<file path="src/design/i2c_mode_irq_pkg.sv">
package i2c_mode_irq_pkg;

    // ==========================================================
    // Register indices and byte addresses
    // ==========================================================
    localparam logic [31:0] TRANSFER_MODE_INDEX    = 32'h00FF_05CA;
    localparam logic [31:0] INTERRUPT_ENABLE_INDEX = 32'h00FF_05CB;
    localparam logic [31:0] LINK_CONTROL_INDEX     = 32'h00FF_05D0;
    localparam logic [31:0] TRANSFER_MODE_ADDR     = {TRANSFER_MODE_INDEX[29:0], 2'b00};
    localparam logic [31:0] INTERRUPT_ENABLE_ADDR  = {INTERRUPT_ENABLE_INDEX[29:0], 2'b00};
    localparam logic [31:0] LINK_CONTROL_ADDR      = {LINK_CONTROL_INDEX[29:0], 2'b00};

    // ==========================================================
    // Transfer mode fields
    // ==========================================================
    localparam int BIT_ORDER_POS   = 7;
    localparam int WAIT_POS        = 6;
    localparam int RSVD_ZERO_POS   = 5;
    localparam int RSVD_ONE_POS    = 4;
    localparam int WRITE_PROT_POS  = 3;
    localparam int COUNT_MSB       = 2;
    localparam logic       BIT_ORDER_RST  = 1'b0;
    localparam logic       WAIT_RST       = 1'b0;
    localparam logic       WRITE_PROT_RST = 1'b1;
    localparam logic [2:0] COUNT_RST      = 3'h0;

    // ==========================================================
    // Interrupt enable fields
    // ==========================================================
    localparam int TX_EMPTY_EN_POS  = 7;
    localparam int TX_END_EN_POS    = 6;
    localparam int RX_FULL_EN_POS   = 5;
    localparam int NO_ACK_EN_POS    = 4;
    localparam int STOP_EN_POS      = 3;
    localparam int ACK_JUDGE_POS    = 2;
    localparam int ACK_RECV_POS     = 1;
    localparam int ACK_SEND_POS     = 0;
    localparam logic [7:0] ENABLE_RST = 8'h00;

    // ==========================================================
    // Link control fields
    // ==========================================================
    localparam int MASTER_POS      = 0;
    localparam int SYNC_FMT_POS    = 1;
    localparam int TRANSMIT_POS    = 2;
    localparam int STOPPED_POS     = 6;
    localparam int ACTIVE_POS      = 7;

    // ==========================================================
    // Timing
    // ==========================================================
    localparam int PCLK_PERIOD_NS    = 50;
    localparam int TRANSFER_CLK_NS   = 400;
    localparam int WAIT_CLOCKS       = 2;
    localparam int WAIT_CYCLES       = (WAIT_CLOCKS * TRANSFER_CLK_NS + PCLK_PERIOD_NS - 1) / PCLK_PERIOD_NS;
    localparam logic [4:0] WAIT_CNT  = WAIT_CYCLES[4:0];
    localparam logic [3:0] NINTH_BIT = 4'h9;

    // Frame length for a count code
    function automatic logic [3:0] frame_length(input logic [2:0] code, input logic sync_fmt);
        logic [3:0] len;
        len = {1'b0, code};
        if (sync_fmt) begin
            frame_length = (code == 3'h0) ? 4'h8 : len;
        end else begin
            frame_length = len + 4'h1 + ((code == 3'h0) ? 4'h8 : 4'h0);
        end
    endfunction

endpackage

</file>
<file path="src/design/i2c_mode_irq.sv">
`timescale 1ns/100ps
// Operation
// - Master wait holds SCL low two clocks
// - Wait off: data and ack back-to-back
// - Wait ignored in slave or synchronous format
// - Count written only when protect bit zero
// - Count code maps to frame length
// - Count reads remaining bits, counting down
// - I2C frame includes one acknowledge bit
// - Count returns to zero at frame end
// - Transmit-empty request is flag AND enable
// - Transmit-end raised at ninth SCL rise
// - Transmit-end request drops with flag or enable
// - Receive-full enable gates receive request
// - One enable gates no-ack and overrun requests
// - Stop-detect enable gates stop request
// - Ack judgement stops transfer on NACK
// - Received acknowledge captured in read-only bit
// - Receive mode drives send-ack bit on SDA
// - Reserved mode bits read zero and one
// - Receive request cancelled by flag or enable
// - No-ack flag set on NACK with judgement
module i2c_mode_irq
    import i2c_mode_irq_pkg::*;
(
    input  wire logic        pclk,
    input  wire logic        presetn,
    input  wire logic        psel,
    input  wire logic        penable,
    input  wire logic        pwrite,
    input  wire logic [31:0] paddr,
    input  wire logic [31:0] pwdata,
    output logic      [31:0] prdata,
    output logic             pready,
    output logic             pslverr,
    input  wire logic        scl_in,
    output logic             scl_out,
    output logic             scl_oe,
    input  wire logic        sda_in,
    output logic             sda_out,
    output logic             sda_oe,
    input  wire logic        tx_empty_flag,
    input  wire logic        tx_done_flag,
    input  wire logic        rx_full_flag,
    input  wire logic        no_ack_flag,
    input  wire logic        overrun_flag,
    input  wire logic        stop_flag,
    output logic             tx_empty_request,
    output logic             tx_end_request,
    output logic             rx_full_request,
    output logic             no_ack_request,
    output logic             overrun_request,
    output logic             stop_detect_request,
    output logic             no_ack_set,
    output logic             tx_end_set,
    output logic             transfer_stopped,
    output logic             bit_order_select
);

    // ==========================================================
    // State
    // ==========================================================
    typedef struct packed {
        logic        bit_order_select;
        logic        wait_enable;
        logic        count_write_protect;
        logic [2:0]  frame_bit_count;
        logic [7:2]  enables;
        logic        ack_received_bit;
        logic        ack_send_bit;
        logic        master;
        logic        sync_fmt;
        logic        transmit;
        logic [2:0]  scl_sync;
        logic [2:0]  sda_sync;
        logic        scl_level;
        logic        sda_level;
        logic        active;
        logic [3:0]  remain;
        logic [3:0]  bit_num;
        logic [4:0]  wait_cnt;
        logic        scl_oe;
        logic        sda_oe;
        logic        stopped;
        logic        no_ack_set;
        logic        tx_end_set;
        logic [5:0]  requests;
        logic        pready;
        logic        pslverr;
        logic [31:0] prdata;
    } state_t;

    state_t state_r;
    state_t state_nxt;

    localparam state_t STATE_RST = '{
        bit_order_select:    BIT_ORDER_RST,
        wait_enable:         WAIT_RST,
        count_write_protect: WRITE_PROT_RST,
        frame_bit_count:     COUNT_RST,
        enables:             ENABLE_RST[7:2],
        ack_received_bit:    ENABLE_RST[ACK_RECV_POS],
        ack_send_bit:        ENABLE_RST[ACK_SEND_POS],
        scl_sync:            3'h7,
        sda_sync:            3'h7,
        scl_level:           1'b1,
        sda_level:           1'b1,
        default:             '0
    };

    // ==========================================================
    // Next-state logic
    // ==========================================================
    always_comb begin
        logic        acc;
        logic        wr;
        logic        hit_mode;
        logic        hit_en;
        logic        hit_ctl;
        logic        scl_rise;
        logic        scl_fall;
        logic [3:0]  new_remain;
        logic [31:0] rdata;
        acc        = 1'b0;
        wr         = 1'b0;
        hit_mode   = 1'b0;
        hit_en     = 1'b0;
        hit_ctl    = 1'b0;
        scl_rise   = 1'b0;
        scl_fall   = 1'b0;
        new_remain = 4'h0;
        rdata      = 32'h0000_0000;
        state_nxt  = state_r;

        // Three-stage pin synchronisers; level moves when stages two and three agree
        state_nxt.scl_sync = {state_r.scl_sync[1:0], scl_in};
        state_nxt.sda_sync = {state_r.sda_sync[1:0], sda_in};
        if (state_r.scl_sync[1] == state_r.scl_sync[2]) begin
            state_nxt.scl_level = state_r.scl_sync[2];
        end
        if (state_r.sda_sync[1] == state_r.sda_sync[2]) begin
            state_nxt.sda_level = state_r.sda_sync[2];
        end
        scl_rise = !state_r.scl_level && (state_r.scl_sync[1] == state_r.scl_sync[2]) && state_r.scl_sync[2];
        scl_fall = state_r.scl_level && (state_r.scl_sync[1] == state_r.scl_sync[2]) && !state_r.scl_sync[2];

        state_nxt.no_ack_set = 1'b0;
        state_nxt.tx_end_set = 1'b0;

        // ======================================================
        // Frame bit counter
        // ======================================================
        if (scl_rise) begin
            if (state_r.active) begin
                new_remain = state_r.remain - 4'h1;
            end else begin
                new_remain = frame_length(state_r.frame_bit_count, state_r.sync_fmt) - 4'h1;
            end
            state_nxt.bit_num = state_r.active ? state_r.bit_num + 4'h1 : 4'h1;
            state_nxt.remain  = new_remain;
            state_nxt.active  = (new_remain != 4'h0);
            if (new_remain == 4'h0) begin
                state_nxt.frame_bit_count = 3'h0;
            end else if (state_r.sync_fmt) begin
                state_nxt.frame_bit_count = new_remain[2:0];
            end else begin
                state_nxt.frame_bit_count = new_remain[2:0] - 3'h1;
            end
            // Acknowledge clock rising edge
            if (!state_r.sync_fmt && new_remain == 4'h0) begin
                if (state_r.transmit) begin
                    state_nxt.ack_received_bit = state_r.sda_level;
                    if (state_r.sda_level && state_r.enables[ACK_JUDGE_POS]) begin
                        state_nxt.no_ack_set = 1'b1;
                        state_nxt.stopped    = 1'b1;
                    end
                end
                if (state_nxt.bit_num == NINTH_BIT && tx_empty_flag) begin
                    state_nxt.tx_end_set = 1'b1;
                end
            end
        end

        // ======================================================
        // Acknowledge drive and wait insertion
        // ======================================================
        if (scl_fall) begin
            if (state_r.active && state_r.remain == 4'h1 && !state_r.sync_fmt) begin
                // Open drain: pull low only for a zero acknowledge
                state_nxt.sda_oe = !state_r.transmit && !state_r.ack_send_bit;
                if (state_r.master && state_r.wait_enable) begin
                    state_nxt.wait_cnt = WAIT_CNT;
                    state_nxt.scl_oe   = 1'b1;
                end
            end else begin
                state_nxt.sda_oe = 1'b0;
            end
        end
        // Without a wait the ack clock follows directly
        if (state_r.wait_cnt != 5'h0) begin
            state_nxt.wait_cnt = state_r.wait_cnt - 5'h1;
            state_nxt.scl_oe   = (state_r.wait_cnt != 5'h1);
        end

        // ======================================================
        // APB slave: one wait state, answer registered
        // ======================================================
        acc      = psel && penable && !state_r.pready;
        hit_mode = (paddr == TRANSFER_MODE_ADDR);
        hit_en   = (paddr == INTERRUPT_ENABLE_ADDR);
        hit_ctl  = (paddr == LINK_CONTROL_ADDR);
        wr       = psel && penable && state_r.pready && pwrite;
        state_nxt.pready  = acc;
        state_nxt.pslverr = acc && !(hit_mode || hit_en || hit_ctl);
        if (hit_mode) begin
            rdata[BIT_ORDER_POS]       = state_r.bit_order_select;
            rdata[WAIT_POS]            = state_r.wait_enable;
            rdata[RSVD_ZERO_POS]       = 1'b0;
            rdata[RSVD_ONE_POS]        = 1'b1;
            rdata[WRITE_PROT_POS]      = state_r.count_write_protect;
            rdata[COUNT_MSB:0]         = state_r.frame_bit_count;
        end else if (hit_en) begin
            rdata[7:2]                 = state_r.enables;
            rdata[ACK_RECV_POS]        = state_r.ack_received_bit;
            rdata[ACK_SEND_POS]        = state_r.ack_send_bit;
        end else if (hit_ctl) begin
            rdata[MASTER_POS]          = state_r.master;
            rdata[SYNC_FMT_POS]        = state_r.sync_fmt;
            rdata[TRANSMIT_POS]        = state_r.transmit;
            rdata[STOPPED_POS]         = state_r.stopped;
            rdata[ACTIVE_POS]          = state_r.active;
        end
        state_nxt.prdata = acc ? rdata : 32'h0000_0000;

        if (wr && hit_mode) begin
            state_nxt.bit_order_select    = pwdata[BIT_ORDER_POS];
            state_nxt.wait_enable         = pwdata[WAIT_POS];
            state_nxt.count_write_protect = pwdata[WRITE_PROT_POS];
            if (!pwdata[WRITE_PROT_POS]) begin
                // Software restarts the frame; stale stop is released
                state_nxt.frame_bit_count = pwdata[COUNT_MSB:0];
                state_nxt.active          = 1'b0;
                state_nxt.stopped         = 1'b0;
            end
        end
        if (wr && hit_en) begin
            state_nxt.enables      = pwdata[7:2];
            state_nxt.ack_send_bit = pwdata[ACK_SEND_POS]; // ack_received_bit is read-only
        end
        if (wr && hit_ctl) begin
            state_nxt.master   = pwdata[MASTER_POS];
            state_nxt.sync_fmt = pwdata[SYNC_FMT_POS];
            state_nxt.transmit = pwdata[TRANSMIT_POS];
        end

        // ======================================================
        // Interrupt requests: registered flag AND enable; overrun also needs synchronous format
        // ======================================================
        state_nxt.requests[5] = tx_empty_flag && state_r.enables[TX_EMPTY_EN_POS];
        state_nxt.requests[4] = tx_done_flag && state_r.enables[TX_END_EN_POS];
        state_nxt.requests[3] = rx_full_flag && state_r.enables[RX_FULL_EN_POS];
        state_nxt.requests[2] = no_ack_flag && state_r.enables[NO_ACK_EN_POS];
        state_nxt.requests[1] = overrun_flag && state_r.sync_fmt
                                && state_r.enables[NO_ACK_EN_POS];
        state_nxt.requests[0] = stop_flag && state_r.enables[STOP_EN_POS];
    end

    always_ff @(posedge pclk or negedge presetn) begin
        if (!presetn) begin
            state_r <= STATE_RST;
        end else begin
            state_r <= state_nxt;
        end
    end

    // ==========================================================
    // Outputs from flip-flops; scl_out and sda_out tied low
    // ==========================================================
    assign prdata              = state_r.prdata;
    assign pready              = state_r.pready;
    assign pslverr             = state_r.pslverr;
    assign scl_out             = 1'b0;
    assign scl_oe              = state_r.scl_oe;
    assign sda_out             = 1'b0;
    assign sda_oe              = state_r.sda_oe;
    assign tx_empty_request    = state_r.requests[5];
    assign tx_end_request      = state_r.requests[4];
    assign rx_full_request     = state_r.requests[3];
    assign no_ack_request      = state_r.requests[2];
    assign overrun_request     = state_r.requests[1];
    assign stop_detect_request = state_r.requests[0];
    assign no_ack_set          = state_r.no_ack_set;
    assign tx_end_set          = state_r.tx_end_set;
    assign transfer_stopped    = state_r.stopped;
    assign bit_order_select    = state_r.bit_order_select;

endmodule

</file>
<file path="config.mk">
export PLATFORM = sky130hd
export DESIGN_NAME = i2c_mode_irq
export DESIGN_NICKNAME = d
export VERILOG_FILES = /design/src/design/i2c_mode_irq_pkg.sv /design/src/design/i2c_mode_irq.sv
export SDC_FILE = /design/constraint.sdc
export NUM_CORES = 1
export LEC_CHECK = 0
export ABC_CLOCK_PERIOD_IN_PS = 6300
export BUFFER_PORTS_ARGS = -buffer_cell sky130_fd_sc_hd__buf_2
export CORE_AREA = 2 2 82 84
export CTS_CLUSTER_DIAMETER = 150
export CTS_CLUSTER_SIZE = 10
export DETAILED_ROUTE_END_ITERATION = 10
export DIE_AREA = 0 0 84 86
export GPL_ROUTABILITY_DRIVEN = 1
export HOLD_SLACK_MARGIN = 0.05
export PLACE_DENSITY = 0.83
export SYNTH_ARGS = -nofsm -noshare
export SYNTH_HDL_FRONTEND = slang
export SYNTH_SLANG_ARGS = --single-unit
</file>
<file path="constraint.sdc">
create_clock -name pclk -period 6.3 [get_ports pclk]
set_clock_uncertainty 0.15 [all_clocks]
set_input_delay 0.315 -clock pclk [delete_from_list [all_inputs] [get_ports pclk]]
set_output_delay 0.315 -clock pclk [all_outputs]
set_load 0.005 [all_outputs]
</file>
==> flow_summary.ini <==
[run_status]
status = finished clean

[cts]
clk_path_buf_depth = 2
tritoncts = done
clk_pin_slew_worst_paths_ps = 60
clk_latency_ps = 340
cts_max_level = 3
postCtsSetupRepairBufs = 0
ctsRootBufferMaster = clkbuf_8
cts_sinks = 60
cts_buffers = 9

[critical_path]
regToRegStartpoint = state_r[78]$_DFF_PN0_
arrival_ps = 3710
rr_worst_depth = 11
start_kind = flip-flop
crit_required_ps = 6370
worstPathMaxFanout = 8
path_class = reg2reg
end_kind = flip-flop
r2r_setup_slack_ps = 2660
worstReg2RegEnd = state_r[71]$_DFFE_PN0P_

[synthesis]
ys.flop_type = dfrtp_1
ys_seq_area_share_pct = 46.5
synth_top_area_share_pct = 39.3
netlist_top_cells_area = dfrtp_1, buf_4, dfstp_2, mux2_2, ha_1
ys_ff_latch = 60
yosysTopAreaCell = dfrtp_1
synthArstFlopShare_pct = 100
synth_edf_count = 0
ys_types = 56
netlist_area_um2 = 3250
postSynthCellCount = 316
yosys_warnings = 0
avgSynthCellArea_um2 = 10.3

[timing]
timing.hold.ws_ps = 65.8
finalWorstSetupSlack_ps = 2660
slew_violations = 0
setup_viol = 0
hold_viol = 0
slew_headroom_pct = 42.5
max_freq_mhz = 275
tightest_slew_ps = 860
period_share_pct = 57.8
fin_setup_tns_ps = 0
fin_crit_ps = 3640
rsz0062_at_grt = no

[floorplan]
die_area_um2 = 7220
rows = 29
die_x_um = 84
start_util_pct = 51.8
top_level_ports = 125
coreArea_um2 = 6280
die_y_um = 86

[power]
p_int_mw = 0.792
vdd_ir_drop_max_uv = 147
sequentialPowerShare_pct = 41.6
p_sw_mw = 0.406
netSwitchingFraction_pct = 33.9
power_mw = 1.20
combPwrFrac_pct = 30.6
p_leak_nw = 1.84
powerDensity_nw_per_um2 = 319
clockPowerShare_pct = 27.8

[job]
cap_violations = 0

[routing]
drt_iter0_markers = 118
drcViolationCount = 0
viasPerCell = 5.34
wl_mm = 6.64
vias = 2498
dr.pass1.iters = 5
drt.antenna.violating_nets = 0
avgRoutedWirePerCell_um = 14.2

[global_route]
overflow = 0
grt_pass1_vias = 2418
grt_max_degree = 61
grt_pass1_wl_mm = 10.9
grtUsageTotal_pct = 19.0
antenna_found_initial = 0

[final_layout]
fin_cells = 468
final_cell_mix = buf_2, dfrtp_1, conb_1
antennaDiodeCount = 0
finalNetCount = 473
final_util_pct = 59.8
syn_to_final_growth_pct = 15.5
layout-drive-gt1-share_pct = 31.5
top_register = state_r
stdcell_area_um2 = 3750
largest_register_ffs = 34
final_common_cell = buf_2

[place]
place_ws_ps = 2680
portBuffers = 74
dp_cells = 446
dp_hpwl_mm = 4.81
gp_congestion = 0.822
place_area_um2 = 3510

[hold_path]
whs_endpoint = state_r[74]$_DFFE_PN0P_
min_from = pwdata[4]
hold_path.class = in2reg
holdPathStages = 2
critical path, stage by stage (launching register included):
cell and delay [ps]:
dfrtp_1 500, inv_1 150, ha_1 350, nor2b_1 140
a31oi_1 190, ha_1 190, xor2_1 310, xnor2_1 190
o211ai_1 110, nor3_1 710, nand4b_1 220, mux2_2 310
worst max-delay path by stage:
| stage | from | endpoint | slack [ps] | cells past startpoint |
|---|---|---|---|---|
| finish | state_r[78]$_DFF_PN0_ | state_r[71]$_DFFE_PN0P_ | 2660 | 11 |
| global route | state_r[78]$_DFF_PN0_ | state_r[71]$_DFFE_PN0P_ | 2420 | 12 |
| CTS | state_r[78]$_DFF_PN0_ | state_r[71]$_DFFE_PN0P_ | 2670 | 11 |
| detailed placement | state_r[78]$_DFF_PN0_ | state_r[71]$_DFFE_PN0P_ | 2680 | 11 |
| global placement | state_r[78]$_DFF_PN0_ | state_r[71]$_DFFE_PN0P_ | 2800 | 11 |
| floorplan | state_r[78]$_DFF_PN0_ | state_r[71]$_DFFE_PN0P_ | 3350 | 11 |
cell usage after synthesis, drive strengths merged (2+ instances only):
cell	n
nor4b	3
xor2	5
nand4	3
nand2b	3
a221oi	6
clkbuf	11
nor3	12
nand2	21
maj3	2
o21a	3
mux2i	2
dfstp	9
dfrtp	51
nor4bb	2
a22o	2
ha	10
o211ai	3
or2	3
a211oi	2
and2	7
nand3b	2
inv	10
a21oi	8
mux2	15
nor2	21
and3	4
o21ai	12
nor4	5
nand4b	2
or3	5
a31oi	5
buf	36
nor2b	4
xnor2	3
nand3	9
power groups by stage:
stage | registers, mW | logic (mW) | clock network (mW)
2_1_floorplan | 0.469 | 0.305 | 0
3_5_place_dp | 0.502 | 0.360 | 0
6_report | 0.498 | 0.367 | 0.333
4_1_cts | 0.497 | 0.366 | 0.342
3_3_place_gp | 0.498 | 0.342 | 0
5_1_grt | 0.507 | 0.414 | 0.357
metal layers:
metal	track usage (%)	share of wire, %	vias to the layer above
met4	8.21	1.4	0
li1	-	-	1194
met2	32.1	50	79
met5	0	0	-
met3	3.95	6.1	9
met1	23.9	42	1216
cells by family (layout without fill, tap and decap cells):
kind of cell	count (synthesis)	after routing	synth area share, %
mux	17	17	5.81
xor+xnor	8	8	2.16
buf+inv	57	107	10.8
flops	60	60	46.5
other cells	1	26	0.115
fa+ha+maj	12	12	4.46
simple gates	112	112	20.1
compound gates	49	49	10.1
final cells by class:
class | count | area [um2]
multi-input combinational | 224 | 1480
fill | 523 | 2520
tap | 77 | 96.3
clock buffer | 14 | 153
sequential | 60 | 1510
timing repair buffer | 81 | 438
inverter | 10 | 37.5
clock inverter | 2 | 35.0
timing repair:
action	CTS	global route
hold buffers	6	0
resized for setup	0	0
hold endpoints to repair	56	0
(Power assumes the default switching activity.)
